<file path="src/nps_regs.svh">
/*
  Constants of the nonvolatile memory programming sequencer: fuse and lock
  layout, reset values, page sizes and the self-timed cycle figures.
  Assumes a 125 MHz sequencer clock; included by bare name.
*/
`ifndef NPS_REGS_SVH
`define NPS_REGS_SVH

// ****************************************************************
// Clock and timing
// ****************************************************************
`define NPS_CLK_PERIOD_NS   8
`define NPS_T_FIXED_NS      8000000
`define NPS_T_PAGE_NS       4500000
`define NPS_T_ERASE_MAX_NS  9000000
`define NPS_T_LOAD_GAP_NS   150000
`define NPS_T_BUSY_MAX_NS   256000
`define NPS_FIXED_CYC       (`NPS_T_FIXED_NS / `NPS_CLK_PERIOD_NS)
`define NPS_PAGE_CYC        (`NPS_T_PAGE_NS / `NPS_CLK_PERIOD_NS)
`define NPS_ERASE_MAX_CYC   (`NPS_T_ERASE_MAX_NS / `NPS_CLK_PERIOD_NS)
`define NPS_LOAD_GAP_CYC    ((`NPS_T_LOAD_GAP_NS + `NPS_CLK_PERIOD_NS - 1) / `NPS_CLK_PERIOD_NS)
`define NPS_BUSY_MAX_CYC    (`NPS_T_BUSY_MAX_NS / `NPS_CLK_PERIOD_NS)

// ****************************************************************
// Page sizes
// ****************************************************************
`define NPS_CODE_PAGE_BYTES 64
`define NPS_DATA_PAGE_BYTES 32

// ****************************************************************
// Fuse and lock fields, timer width
// ****************************************************************
`define NPS_FUSE_SER_EN_BIT  0
`define NPS_FUSE_X2_BIT      1
`define NPS_FUSE_USR_ROW_BIT 2
`define NPS_FUSE_CLK_SEL_BIT 3
`define NPS_FUSE_RESET       4'h0
`define NPS_LOCK_RESET       3'h7
`define NPS_TMR_W            20

`endif

</file>
<file path="src/nps_pkg.sv">
/*
  Types of the nonvolatile memory programming sequencer.
  Assumes nothing of its surroundings.
*/
`default_nettype none
package nps_pkg;

  // ****************************************************************
  // Operations and sequencer states
  // ****************************************************************
  typedef enum logic [2:0] {
    OP_NONE      = 3'h0,
    OP_ERASE     = 3'h1,
    OP_CODE_PAGE = 3'h2,
    OP_DATA_PAGE = 3'h3,
    OP_USER_PAGE = 3'h4,
    OP_LOCK      = 3'h5,
    OP_FUSE      = 3'h6
  } nps_op_t;

  typedef enum logic [1:0] {
    ST_IDLE = 2'h0,
    ST_LOAD = 2'h1,
    ST_WAIT = 2'h2,
    ST_PROG = 2'h3
  } nps_state_t;

endpackage : nps_pkg
`default_nettype wire

</file>
<file path="src/nps_buf.sv">
/*
  Small valid/ready FIFO standing in the page byte path.
  Assumes one clock and an active-low asynchronous reset.
*/
`default_nettype none
module nps_buf #(
  parameter int WIDTH = 25,
  parameter int DEPTH = 2
) (
  input  wire logic             mclk_i,
  input  wire logic             nrst_i,
  input  wire logic             in_valid_i,
  output logic                  in_ready_o,
  input  wire logic [WIDTH-1:0] in_data_i,
  output logic                  out_valid_o,
  input  wire logic             out_ready_i,
  output logic      [WIDTH-1:0] out_data_o,
  output logic                  empty_o
);
  localparam int AW = (DEPTH > 1) ? $clog2(DEPTH) : 1;

  if (DEPTH < 2 || (DEPTH & (DEPTH - 1)) != 0 || WIDTH < 1) begin : g_bad
    $error("nps_buf: DEPTH must be a power of two of at least 2");
  end

  logic [WIDTH-1:0] mem_q [DEPTH];
  logic [AW-1:0]    wr_q;
  logic [AW-1:0]    rd_q;
  logic [AW:0]      cnt_q;
  logic             push;
  logic             pop;

  assign in_ready_o  = (cnt_q != AW'(0) + (AW+1)'(DEPTH));
  assign out_valid_o = (cnt_q != '0);
  assign empty_o     = (cnt_q == '0);
  assign out_data_o  = mem_q[rd_q];
  assign push        = in_valid_i & in_ready_o;
  assign pop         = out_valid_o & out_ready_i;

  always_ff @(posedge mclk_i) begin
    if (push) begin
      mem_q[wr_q] <= in_data_i;
    end
  end

  always_ff @(posedge mclk_i or negedge nrst_i) begin
    if (!nrst_i) begin
      wr_q  <= '0;
      rd_q  <= '0;
      cnt_q <= '0;
    end else begin
      if (push) begin
        wr_q <= wr_q + AW'(1);
      end
      if (pop) begin
        rd_q <= rd_q + AW'(1);
      end
      cnt_q <= cnt_q + (AW+1)'(push) - (AW+1)'(pop);
    end
  end

endmodule : nps_buf
`default_nettype wire

</file>
<file path="src/nps_sequencer.sv">
/*
  Programming sequencer for the on-chip code and data nonvolatile memory:
  parallel strobed port and SPI mode 1 serial download, page loading,
  self-timed erase and write cycles, busy pin and the four fuses.
  Assumes the pins are asynchronous to mclk_i and that the memory array
  takes page bytes over nvm_valid_o/nvm_ready_i.
*/
// Contract
// - Erase, lock and fuse writes run a self-timed 8.0 ms cycle.
// - Parallel page programming starts at least 150 us after last strobe.
// - Busy pin is driven low while internal programming runs.
// - Code page takes one to 64 bytes; extra bytes are dropped.
// - Data page takes one to 32 bytes; extra bytes are dropped.
// - Serial programming works only while the serial enable fuse is enabled.
// - Doubled clock mode follows the clock doubling fuse.
// - User row writes are blocked unless the user row fuse is enabled.
// - Clock source follows the select fuse: external or crystal.
// - Parallel busy goes low within 256 us of strobe returning high.
// - Serial link is SPI mode 1, sampled on falling clock edge.
// - Serial page write ends within 4.5 ms, chip erase within 9 ms.
// - Serial page data starts at byte zero after command and page bytes.
`include "nps_regs.svh"
`default_nettype none
module nps_sequencer
  import nps_pkg::*;
#(
  parameter int FIXED_CYC    = `NPS_FIXED_CYC,
  parameter int PAGE_CYC     = `NPS_PAGE_CYC,
  parameter int LOAD_GAP_CYC = `NPS_LOAD_GAP_CYC,
  parameter int CODE_PAGE    = `NPS_CODE_PAGE_BYTES,
  parameter int DATA_PAGE    = `NPS_DATA_PAGE_BYTES
) (
  input  wire logic        mclk_i,
  input  wire logic        nrst_i,
  input  wire logic        par_en_i,
  input  wire logic        prog_strobe_n_i,
  input  wire logic [2:0]  par_mode_i,
  input  wire logic [13:0] par_addr_i,
  input  wire logic [7:0]  par_data_i,
  input  wire logic        ser_en_i,
  input  wire logic        sck_i,
  input  wire logic        mosi_i,
  output logic             miso_o,
  output logic             busy_indicator_pin_o,
  output logic             ready_busy_flag_o,
  output logic             nvm_valid_o,
  input  wire logic        nvm_ready_i,
  output logic [2:0]       nvm_op_o,
  output logic [13:0]      nvm_addr_o,
  output logic [7:0]       nvm_data_o,
  output logic             prog_start_o,
  output logic             prog_done_o,
  output logic [2:0]       prog_op_o,
  output logic             page_overflow_o,
  output logic [2:0]       lock_bits_o,
  output logic             serial_prog_enable_fuse_o,
  output logic             doubled_clock_mode_o,
  output logic             user_row_write_fuse_o,
  output logic             clock_source_select_fuse_o
);
  localparam int SW = 3 + 14 + 8;

  if (FIXED_CYC < 1 || PAGE_CYC < 1 || LOAD_GAP_CYC < 1 || FIXED_CYC >= 2**`NPS_TMR_W
      || PAGE_CYC >= 2**`NPS_TMR_W || FIXED_CYC > `NPS_ERASE_MAX_CYC || LOAD_GAP_CYC >= `NPS_BUSY_MAX_CYC
      || CODE_PAGE != 64 || DATA_PAGE != 32) begin : g_bad
    $error("nps_sequencer: unsupported timing or page parameters");
  end

  // ****************************************************************
  // Pin synchronisers
  // ****************************************************************
  logic [29:0] s1_q;
  logic [29:0] s2_q;
  logic        strobe_prev_q;
  logic        sck_prev_q;

  always_ff @(posedge mclk_i or negedge nrst_i) begin
    if (!nrst_i) begin
      s1_q          <= 30'h10000000;
      s2_q          <= 30'h10000000;
      strobe_prev_q <= 1'b1;
      sck_prev_q    <= 1'b0;
    end else begin
      s1_q          <= {par_en_i, prog_strobe_n_i, par_mode_i, par_addr_i, par_data_i, ser_en_i, sck_i, mosi_i};
      s2_q          <= s1_q;
      strobe_prev_q <= s2_q[28];
      sck_prev_q    <= s2_q[1];
    end
  end

  logic        par_en_s;
  logic [2:0]  mode_s;
  logic [13:0] addr_s;
  logic [7:0]  data_s;
  logic        ser_en_s;
  logic        mosi_s;
  logic        strobe_rise;
  logic        sck_fall;
  logic        sck_rise;
  logic [3:0]  fuse_q;
  logic        ser_ok;

  assign par_en_s    = s2_q[29];
  assign mode_s      = s2_q[27:25];
  assign addr_s      = s2_q[24:11];
  assign data_s      = s2_q[10:3];
  assign ser_en_s    = s2_q[2] ;
  assign mosi_s      = s2_q[0];
  assign strobe_rise = par_en_s & s2_q[28] & ~strobe_prev_q;
  assign sck_fall    = ~s2_q[1] & sck_prev_q;
  assign sck_rise    = s2_q[1] & ~sck_prev_q;
  assign ser_ok      = ser_en_s & ~par_en_s & ~fuse_q[`NPS_FUSE_SER_EN_BIT];

  // ****************************************************************
  // Serial shifter
  // ****************************************************************
  logic [6:0] shift_q;
  logic [2:0] bit_q;
  logic       ser_byte_v;
  logic [7:0] ser_byte;
  nps_state_t state_q;

  assign ser_byte_v = ser_ok & sck_fall & (bit_q == 3'h7);
  assign ser_byte   = {shift_q, mosi_s};

  always_ff @(posedge mclk_i or negedge nrst_i) begin
    if (!nrst_i) begin
      shift_q <= 7'h00;
      bit_q   <= 3'h0;
      miso_o  <= 1'b0;
    end else if (!ser_ok) begin
      bit_q   <= 3'h0;
    end else begin
      if (sck_fall) begin
        shift_q <= ser_byte[6:0];
        bit_q   <= bit_q + 3'h1;
      end
      if (sck_rise) begin
        miso_o <= (state_q == ST_IDLE);
      end
    end
  end

  // ****************************************************************
  // Command decode
  // ****************************************************************
  logic [6:0]  ser_idx_q;
  nps_op_t     ser_op_q;
  logic [7:0]  ser_page_q;
  nps_op_t     cur_op_q;
  logic [6:0]  load_cnt_q;
  logic        load_ser_q;
  logic        hold_v_q;
  logic [SW-1:0] hold_q;
  logic        buf_ready;
  logic        buf_empty;

  nps_op_t     new_op;
  logic        start_fixed;
  logic [7:0]  fixed_data;
  logic        open_page;
  logic        take_byte;
  logic [13:0] byte_addr;
  logic [7:0]  byte_data;
  logic        ser_last;
  logic [6:0]  limit;
  logic [6:0]  off;

  function automatic logic is_page(nps_op_t op);
    return (op == OP_CODE_PAGE) || (op == OP_DATA_PAGE) || (op == OP_USER_PAGE);
  endfunction : is_page

  always_comb begin
    new_op      = OP_NONE;
    start_fixed = 1'b0;
    fixed_data  = 8'h00;
    open_page   = 1'b0;
    take_byte   = 1'b0;
    byte_addr   = addr_s;
    byte_data   = data_s;
    ser_last    = 1'b0;
    off         = ser_idx_q - 7'h02;
    limit       = (cur_op_q == OP_DATA_PAGE) ? 7'(DATA_PAGE) : 7'(CODE_PAGE);
    if (strobe_rise && !ser_en_s) begin
      new_op = nps_op_t'(mode_s);
      if (state_q == ST_IDLE) begin
        start_fixed = (new_op == OP_ERASE) || (new_op == OP_LOCK) || (new_op == OP_FUSE);
        fixed_data  = data_s;
        open_page   = is_page(new_op);
        take_byte   = open_page;
      end else if (state_q == ST_LOAD && !load_ser_q && new_op == cur_op_q) begin
        take_byte = 1'b1;
      end
    end else if (ser_byte_v && (state_q == ST_IDLE || (state_q == ST_LOAD && load_ser_q))) begin
      if (ser_idx_q == 7'h00) begin
        start_fixed = (nps_op_t'(ser_byte[2:0]) == OP_ERASE);
        new_op      = nps_op_t'(ser_byte[2:0]);
      end else if (ser_idx_q == 7'h01) begin
        new_op      = ser_op_q;
        start_fixed = (ser_op_q == OP_LOCK) || (ser_op_q == OP_FUSE);
        fixed_data  = ser_byte;
        open_page   = is_page(ser_op_q);
      end else begin
        take_byte = 1'b1;
        byte_data = ser_byte;
        ser_last  = (off == limit - 7'h01);
        byte_addr = (cur_op_q == OP_DATA_PAGE) ? {1'b0, ser_page_q, off[4:0]} : {ser_page_q, off[5:0]};
      end
    end
    if (open_page && new_op == OP_USER_PAGE && fuse_q[`NPS_FUSE_USR_ROW_BIT]) begin
      open_page = 1'b0;
      take_byte = 1'b0;
    end
  end

  always_ff @(posedge mclk_i or negedge nrst_i) begin
    if (!nrst_i) begin
      ser_idx_q  <= 7'h00;
      ser_op_q   <= OP_NONE;
      ser_page_q <= 8'h00;
    end else if (!ser_ok || state_q == ST_PROG) begin
      ser_idx_q  <= 7'h00;
    end else if (ser_byte_v) begin
      if (ser_idx_q == 7'h00) begin
        ser_op_q  <= nps_op_t'(ser_byte[2:0]);
        ser_idx_q <= (nps_op_t'(ser_byte[2:0]) == OP_ERASE) ? 7'h00 : 7'h01;
      end else if (ser_idx_q == 7'h01) begin
        ser_page_q <= ser_byte;
        ser_idx_q  <= open_page ? 7'h02 : 7'h00;
      end else begin
        ser_idx_q <= ser_last ? 7'h00 : ser_idx_q + 7'h01;
      end
    end
  end

  // ****************************************************************
  // Page byte path
  // ****************************************************************
  logic push_ok;

  assign push_ok = take_byte && (open_page || load_cnt_q < limit);

  always_ff @(posedge mclk_i or negedge nrst_i) begin
    if (!nrst_i) begin
      hold_v_q        <= 1'b0;
      hold_q          <= '0;
      load_cnt_q      <= 7'h00;
      page_overflow_o <= 1'b0;
    end else begin
      if (push_ok) begin
        hold_v_q   <= 1'b1;
        hold_q     <= {(open_page ? new_op : cur_op_q), byte_addr, byte_data};
        load_cnt_q <= load_cnt_q + 7'h01;
      end else if (buf_ready) begin
        hold_v_q <= 1'b0;
      end
      if (open_page) begin
        page_overflow_o <= 1'b0;
        load_cnt_q      <= 7'(push_ok);
      end else if (take_byte && !push_ok) begin
        page_overflow_o <= 1'b1;
      end
    end
  end

  nps_buf #(
    .WIDTH (SW),
    .DEPTH (2)
  ) u_buf (
    .mclk_i      (mclk_i),
    .nrst_i      (nrst_i),
    .in_valid_i  (hold_v_q),
    .in_ready_o  (buf_ready),
    .in_data_i   (hold_q),
    .out_valid_o (nvm_valid_o),
    .out_ready_i (nvm_ready_i),
    .out_data_o  ({nvm_op_o, nvm_addr_o, nvm_data_o}),
    .empty_o     (buf_empty)
  );

  // ****************************************************************
  // Sequencer and self-timed cycle
  // ****************************************************************
  logic [`NPS_TMR_W-1:0] tmr_q;
  logic [7:0]            cur_data_q;
  logic [2:0]            lock_q;

  always_ff @(posedge mclk_i or negedge nrst_i) begin
    if (!nrst_i) begin
      state_q      <= ST_IDLE;
      tmr_q        <= '0;
      cur_op_q     <= OP_NONE;
      cur_data_q   <= 8'h00;
      load_ser_q   <= 1'b0;
      prog_start_o <= 1'b0;
      prog_done_o  <= 1'b0;
      fuse_q       <= `NPS_FUSE_RESET;
      lock_q       <= `NPS_LOCK_RESET;
    end else begin
      prog_start_o <= 1'b0;
      prog_done_o  <= 1'b0;
      case (state_q)
        ST_IDLE: begin
          if (start_fixed) begin
            state_q      <= ST_PROG;
            cur_op_q     <= new_op;
            cur_data_q   <= fixed_data;
            tmr_q        <= `NPS_TMR_W'(FIXED_CYC);
            prog_start_o <= 1'b1;
          end else if (open_page) begin
            state_q    <= ST_LOAD;
            cur_op_q   <= new_op;
            load_ser_q <= ser_byte_v;
            tmr_q      <= `NPS_TMR_W'(LOAD_GAP_CYC);
          end
        end
        ST_LOAD: begin
          if (load_ser_q ? (ser_last || !ser_ok) : take_byte) begin
            state_q <= load_ser_q ? ST_WAIT : ST_LOAD;
            tmr_q   <= `NPS_TMR_W'(LOAD_GAP_CYC);
          end else if (!load_ser_q) begin
            tmr_q <= tmr_q - `NPS_TMR_W'(1);
            if (tmr_q == `NPS_TMR_W'(1)) begin
              state_q <= ST_WAIT;
            end
          end
        end
        ST_WAIT: begin
          if (!hold_v_q && buf_empty) begin
            state_q      <= ST_PROG;
            tmr_q        <= `NPS_TMR_W'(PAGE_CYC);
            prog_start_o <= 1'b1;
          end
        end
        ST_PROG: begin
          tmr_q <= tmr_q - `NPS_TMR_W'(1);
          if (tmr_q == `NPS_TMR_W'(1)) begin
            state_q     <= ST_IDLE;
            prog_done_o <= 1'b1;
            if (cur_op_q == OP_FUSE) begin
              fuse_q <= cur_data_q[3:0];
            end
            if (cur_op_q == OP_LOCK) begin
              lock_q <= lock_q & cur_data_q[2:0];
            end
            if (cur_op_q == OP_ERASE) begin
              lock_q <= `NPS_LOCK_RESET;
            end
          end
        end
        default: begin
          state_q <= ST_IDLE;
        end
      endcase
    end
  end

  // ****************************************************************
  // Status and fuse outputs
  // ****************************************************************
  assign busy_indicator_pin_o       = (state_q != ST_PROG);
  assign ready_busy_flag_o          = (state_q != ST_PROG);
  assign prog_op_o                  = cur_op_q;
  assign lock_bits_o                = lock_q;
  assign serial_prog_enable_fuse_o  = ~fuse_q[`NPS_FUSE_SER_EN_BIT];
  assign doubled_clock_mode_o       = ~fuse_q[`NPS_FUSE_X2_BIT];
  assign user_row_write_fuse_o      = ~fuse_q[`NPS_FUSE_USR_ROW_BIT];
  assign clock_source_select_fuse_o = fuse_q[`NPS_FUSE_CLK_SEL_BIT];

endmodule : nps_sequencer
`default_nettype wire

</file>
<file path="config.mk">
export PLATFORM = sky130hd
export DESIGN_NAME = nps_sequencer
export DESIGN_NICKNAME = d
export VERILOG_FILES = /design/src/nps_pkg.sv /design/src/nps_buf.sv /design/src/nps_sequencer.sv
export VERILOG_INCLUDE_DIRS = /design/src
export SDC_FILE = /design/constraint.sdc
export NUM_CORES = 1
export LEC_CHECK = 0
export ABC_AREA = 1
export BUFFER_PORTS_ARGS = -buffer_cell sky130_fd_sc_hd__buf_2
export CAP_MARGIN = 10
export CORE_MARGIN = 2
export CORE_UTILIZATION = 50
export CTS_CLUSTER_DIAMETER = 30
export CTS_CLUSTER_SIZE = 10
export DETAILED_ROUTE_END_ITERATION = 8
export PLACE_DENSITY = 0.71
export SETUP_SLACK_MARGIN = 0.3
export SLEW_MARGIN = 20
export SYNTH_ARGS = -nofsm -noshare
export SYNTH_HDL_FRONTEND = slang
export SYNTH_SLANG_ARGS = --single-unit
</file>
<file path="constraint.sdc">
create_clock -name mclk_i -period 2.96 [get_ports mclk_i]
set_clock_uncertainty 0.15 [all_clocks]
set_input_delay 0.592 -clock mclk_i [delete_from_list [all_inputs] [get_ports mclk_i]]
set_output_delay 0.592 -clock mclk_i [all_outputs]
set_load 0.02 [all_outputs]
</file>
# Word-level counts from Yosys, hierarchy flattened

Memories as Yosys holds them, arrays and structs flattened.
Index checks and enable logic that the tools add are counted.

Memory bits (writable): 50
Bits in registers: 168
Output and inout bits: 42
Memories kept: 1

Bitwise logic cells: 21
Eq/ne operators: 33
Order comparisons: 1
Reductions and logical operators: 45
Add/subtract/negate cells: 10
Muxes and demuxes: 82

Memory list:

| name        | words | width | rd ports | clocked after memory_dff | write ports | line          | RTL |
|---|---|---|---|---|---|---|---|
| u_buf.mem_q | 2     | 25    | 1        | 0                        | 1           | nps_buf.sv:26 | `logic [WIDTH-1:0] mem_q [DEPTH];` |

Operators with widths:

| cell                                                  | count |
|---|---|
| 2-to-1 mux 20 bit                                     | 5 |
| case mux 20 bit (4 select lines)                      | 1 |
| 2-to-1 mux 14 bit                                     | 5 |
| 2-to-1 mux 7 bit                                      | 8 |
| 2-to-1 mux 1 bit                                      | 34 |
| 2-to-1 mux 8 bit                                      | 4 |
| equality test 3 bit (second input constant)           | 10 |
| 2-to-1 mux 3 bit                                      | 10 |
| equality test 20 x 1 -> 1 bit (second input constant) | 1 |
| subtractor 20 x 1 -> 20 bit (second input constant)   | 1 |
| 2-to-1 mux 2 bit                                      | 9 |
| 2-to-1 mux 4 bit                                      | 4 |
| equality test 3 x 2 -> 1 bit (second input constant)  | 5 |
| AND reduction 3 bit                                   | 5 |
| adder 7 x 1 -> 7 bit (second input constant)          | 2 |
| nonzero test 2 bit                                    | 6 |
| logical OR 1 bit                                      | 11 |
| AND 1 bit                                             | 10 |
| logical AND 1 bit                                     | 10 |
| NOT 1 bit                                             | 10 |
| equality test 3 x 1 -> 1 bit (second input constant)  | 3 |
| != test 2 bit (second input constant)                 | 4 |
| case mux 2 bit (4 select lines)                       | 1 |
| equality test 7 x 1 -> 1 bit (second input constant)  | 1 |
| other kinds (23)                                      | 32 |

# Depth between registers and ports, before layout

Word-level depth: 18
Depth in mapped cells: 17
Mapped depth without buffers: 17

# By module

Synthesis repeated with hierarchy kept, for this count alone.

Cells, all modules: 992
Area total of the unflattened synthesis: 9557.9 um^2

Modules (own cells, without submodules):

| module        | seq. area each (um^2) | area an instance (um^2) | cells an instance | instances |
|---|---|---|---|---|
| nps_sequencer | 4111.4                | 7468.4                  | 829               | 1 |
| nps_buf       | 1601.5                | 2089.5                  | 163               | 1 |

# Worst setup path after synthesis

Ideal clock, no wire load.

Path kind: register -> register
Start point: reg ser_idx_q[1]
End point: reg state_q[0]
Path buffers: 0
Cell stages (with the launch flop): 16
Clock period less this slack: 2283 ps
Arrival time: 2014 ps
Required time: 2691 ps
Slack: 677 ps
Path through: dfrtp_1 inv_1 ha_1 nand2_2 nor2_8 nand2_2 nor2_2 nand2_2 nand2_4 inv_2 a21oi_4 nor2_4 nor2_8 nand3_4 nand2_1 o21ai_2

Longest elaborated chain between the ends: 12
Elaborated cells on any way between the ends: 38
Classes of those cells: add/sub: 1; eq/ne: 6; mux: 26; reduce/logical: 5

RTL lines:

| what                                                               | line                 | RTL |
|---|---|---|
| start, declared                                                    | nps_sequencer.sv:147 | `logic [6:0] ser_idx_q;` |
| start signal, assigned                                             | nps_sequencer.sv:226 | `ser_idx_q <= (nps_op_t'(ser_byte[2:0]) == OP_ERASE) ? 7'h00 : 7'h01;` |
| start signal, assigned                                             | nps_sequencer.sv:229 | `ser_idx_q <= open_page ? 7'h02 : 7'h00;` |
| start signal, assigned                                             | nps_sequencer.sv:231 | `ser_idx_q <= ser_last ? 7'h00 : ser_idx_q + 7'h01;` |
| branches (longest 12 deep; another with subtractor 7 x 2 -> 7 bit) | n/a                  |  |
| end signal, assigned                                               | nps_sequencer.sv:319 | `state_q <= load_ser_q ? ST_WAIT : ST_LOAD;` |
| end, declared                                                      | nps_sequencer.sv:121 | `nps_state_t state_q;` |

Parallel ways; which one is timed is not known.
A chain may end at the register's enable or synchronous reset.

# Final worst setup path

Start point: reg ser_idx_q[1]
End point: reg hold_q[20]

Longest elaborated chain between the ends: 11
Elaborated cells on any way between the ends: 25
Classes of those cells: eq/ne: 2; mux: 18; reduce/logical: 5

RTL lines:

| what                            | line                 | RTL |
|---|---|---|
| equality test 7 x 1 -> 1 bit    | nps_sequencer.sv:198 | `end else if (ser_idx_q == 7'h01) begin` |
| 2-to-1 mux 3 bit                | nps_sequencer.sv:198 |  |
| 2-to-1 mux 3 bit                | nps_sequencer.sv:195 | `if (ser_idx_q == 7'h00) begin` |
| 2-to-1 mux 3 bit                | nps_sequencer.sv:194 | `end else if (ser_byte_v && (state_q == ST_IDLE \|\| (state_q == ST_LOAD && load_ser_q))) begin` |
| 2-to-1 mux 3 bit                | nps_sequencer.sv:184 | `if (strobe_rise && !ser_en_s) begin` |
| equality test 3 bit             | nps_sequencer.sv:210 | `` if (open_page && new_op == OP_USER_PAGE && fuse_q[`NPS_FUSE_USR_ROW_BIT]) begin `` |
| logical AND 1 bit (2 in series) | nps_sequencer.sv:210 |  |
| 2-to-1 mux 1 bit                | nps_sequencer.sv:210 |  |
| logical OR 1 bit                | nps_sequencer.sv:241 | `assign push_ok = take_byte && (open_page \|\| load_cnt_q < limit);` |
| logical AND 1 bit               | nps_sequencer.sv:241 |  |
| end signal, assigned            | nps_sequencer.sv:252 | `hold_q <= {(open_page ? new_op : cur_op_q), byte_addr, byte_data};` |
| end, declared                   | nps_sequencer.sv:154 | `logic [SW-1:0] hold_q;` |

Several ways; a longest one is shown, not always the timed one.

==> impl_metrics.json <==
{
  "status": "finished clean",
  "ant_nets": 0,
  "post-route-period-util_pct": 84.03,
  "cts_root_buffer": "clkbuf_16",
  "cp-start-kind": "register",
  "area_growth_syn_to_layout_pct": 23.16,
  "reg2reg_slack_ns": 0.47,
  "cts_sinks": 218,
  "yosysSeqAreaShare_pct": 60.02,
  "clock_path_buffers": 3,
  "tritoncts": "built",
  "ys_warn_count": 0,
  "grt_pass1_vias": 6578,
  "crit_path_cell_trace": "inv_2 > ha_1 > inv_1 > nor2_2 > nand2_4 > inv_4 > nand2_1 > nand3_2 > nand2_4 > nand3_4 > nand2_2 > nor2_8 > inv_6 > buf_12 > o31ai_2",
  "power.density_nw_per_um2": 941.3,
  "period_needed_ns": 2.487,
  "cp.arrival_ns": 2.77,
  "ys_ff_latch": 218,
  "clock_latency_ns": 0.52,
  "syn_nets": 1002,
  "core_um2": 18710,
  "drv_cap": 0,
  "critPathMostFrequentCell": "nand2_4",
  "rsz0062_at_grt": "false",
  "fmax_mhz": 402.0,
  "vias_per_cell": 5.107,
  "finalHoldViolations": 0,
  "avgSynthCellArea_um2": 9.957,
  "final.setup.tns_ns": 0,
  "critPathBufInv": 5,
  "die-area_um2": 20160,
  "yosysTopAreaCellShare_pct": 42.59,
  "path_class": "register to register",
  "drive_gt1_share_pct": 22.51,
  "antenna_found_initial": 0,
  "diodes": 0,
  "drtIter0Drc": 583,
  "crit_slowest_cell": "dfrtp_1",
  "cp.required_ns": 3.24,
  "synth.largest_area_cell": "dfrtp_1",
  "overflow": 0,
  "portBuffers": 74,
  "num_vias": 6844,
  "slew_violations": 0,
  "utilization_pct": 62.68,
  "first_pass_iters": 5,
  "path_clk_slew_ns": 0.05,
  "min_path_cells": 1,
  "holdCritPathClass": "input port to register",
  "initial_core_util_pct": 50.89,
  "reg2reg_depth": 15,
  "drc": 0,
  "syn_inst": 956,
  "hpwl_um": 13540,
  "p_leak_uw": 0.005492,
  "yosys-top-cells-area": "dfrtp_1 43%, edfxtp_1 16%, nand2_1 10%, o21ai_0 3.3%, inv_1 3.1%",
  "drt-total-wl_um": 20090,
  "synth_edf_count": 50,
  "ioPinCount": 75,
  "worstMarginPinSlew_ns": 0.6784,
  "grt_pass1_wl_um": 33120,
  "grt_max_degree": 75,
  "async_reset_ff_share_pct": 77.06,
  "layout.nets": 1121,
  "slowest_delay_ns": 0.42,
  "routedWlPerCell_um": 14.99,
  "cts_made_buffers": 41,
  "htree_levels": 2,
  "fillers": 1477,
  "rows": 50,
  "setup-violations-final": 0,
  "gp_congestion": 0.8777,
  "critical_path.max_fanout": 34,
  "grtUsageTotal_pct": 20.65,
  "synth.most_common_cell": "nand2_1",
  "peakVddDrop_uv": 538.2,
  "die_w_um": 142.0,
  "slew_headroom_pct": 54.77,
  "endpoint_kind": "register",
  "synthFlopType": "dfrtp_1",
  "path_delay_family": "simple AND/OR/NAND/NOR gates",
  "die_y_um": 142.0,
  "synthDistinctLibCells": 50,
  "path_depth": 15,
  "synth_common_cells": "257 x nand2_1, 162 x dfrtp_1, 78 x inv_1",
  "syn_area_um2": 9519,
  "finalPower_uw": 11040
}
where the power goes:
| group | internal (uW) | total (uW) | switching (uW) |
|---|---|---|---|
| clock | 3090 | 4630 | 1540 |
| sequential | 3580 | 3910 | 334 |
| combinational | 844 | 2500 | 1650 |
| total | 7510 | 11000 | 3520 |
metal layers:
metal	vias up	share of wire [%]	GRT usage (%)
li1	3396	-	-
met1	3228	46	29.41
met2	184	46	32.16
met3	36	5.5	4.206
met4	0	2.0	6.632
met5	-	0	0
state kept, by name, summed over array words and instances (netlist names), 2 cells and up:
name         flops
bit_q            3
u_buf.cnt_q      2
ser_page_q       8
s1_q            30
lock_bits_o      3
cur_data_q       4
tmr_q           20
ser_op_q         3
u_buf.mem_q     50
ser_idx_q        7
prog_op_o        3
state_q          2
load_cnt_q       7
hold_q          25
fuse_q           4
s2_q            30
shift_q          7
worst reg2reg max path, delay by kind of cell (launching register included):
family,cells,cell delay (ns)
compound gates,1,0.21
flops,1,0.42
simple gates,8,0.87
buf+inv,5,0.60
fa+ha+maj,1,0.16
final cells by class:
type	instances	area, um2	share of cell area [%]
flip-flops and latches	218	5713	48.73
multi-input cells	625	3368	28.73
clock buffers	50	1132	9.659
repair buffers	99	591.8	5.048
inverters	90	349.1	2.978
well taps	234	292.8	2.497
clock inverters	24	276.5	2.359
metrics by stage:
step / hold WS [ns] / area, um2 / worst slack [ns] / cells
2_1_floorplan: 0.1464 / 9519 / 0.6768 / 956
3_3_place_gp: 0.1814 / 10240 / 0.3461 / 1260
3_5_place_dp: 0.1847 / 10240 / 0.3194 / 1260
4_1_cts: 0.01064 / 11660 / 0.3179 / 1335
5_1_grt: 0.008802 / 11720 / 0.2997 / 1340
6_report: 0.02507 / 11720 / 0.4727 / 1340
path summary, 6_finish.rpt:
kind | startpoint | to
hold reg to reg | s1_q[9] | s2_q[9]
setup / recovery | ser_idx_q[1] | hold_q[20]
min in group asynchronous | nrst_i | s1_q[7]
setup reg to reg | ser_idx_q[1] | hold_q[20]
max in group asynchronous | nrst_i | tmr_q[1]
hold / removal | par_addr_i[6] | s1_q[17]
repair_timing:
| item | CTS | global route |
|---|---|---|
| setup buffers | 0 | 5 |
| endpoints found under the hold margin | 63 | 0 |
| hold buffers | 1 | 0 |
| endpoints found under the setup margin | 0 | 46 |
| gates resized for setup | 0 | 7 |
kinds of logic (layout without fill, tap and decap cells):
kind of cell,after synthesis,count (layout),share of synthesized area [%]
adders and majority gates,13,13,1.709
and+or+nand+nor,435,435,20.94
AOI/OAI and AO/OA,147,147,9.661
xor gates and xnor gates,29,29,2.668
muxes,1,1,0.1052
buffers and inverters,113,263,4.903
DFF,218,218,60.02
layout by cell type (no fill, tap or decap), types with 13 or more instances in the layout:
cell	instances
clkbuf_16	43
nand3_1	39
nor2_1	70
a21oi_1	22
buf_2	73
edfxtp_1	50
dfrtp_1	162
ha_1	13
buf_4	22
o21ai_0	62
nand2_1	257
o21ai_1	17
xor2_1	18
inv_1	77
Note: power is estimated with default switching activity, not from simulation.
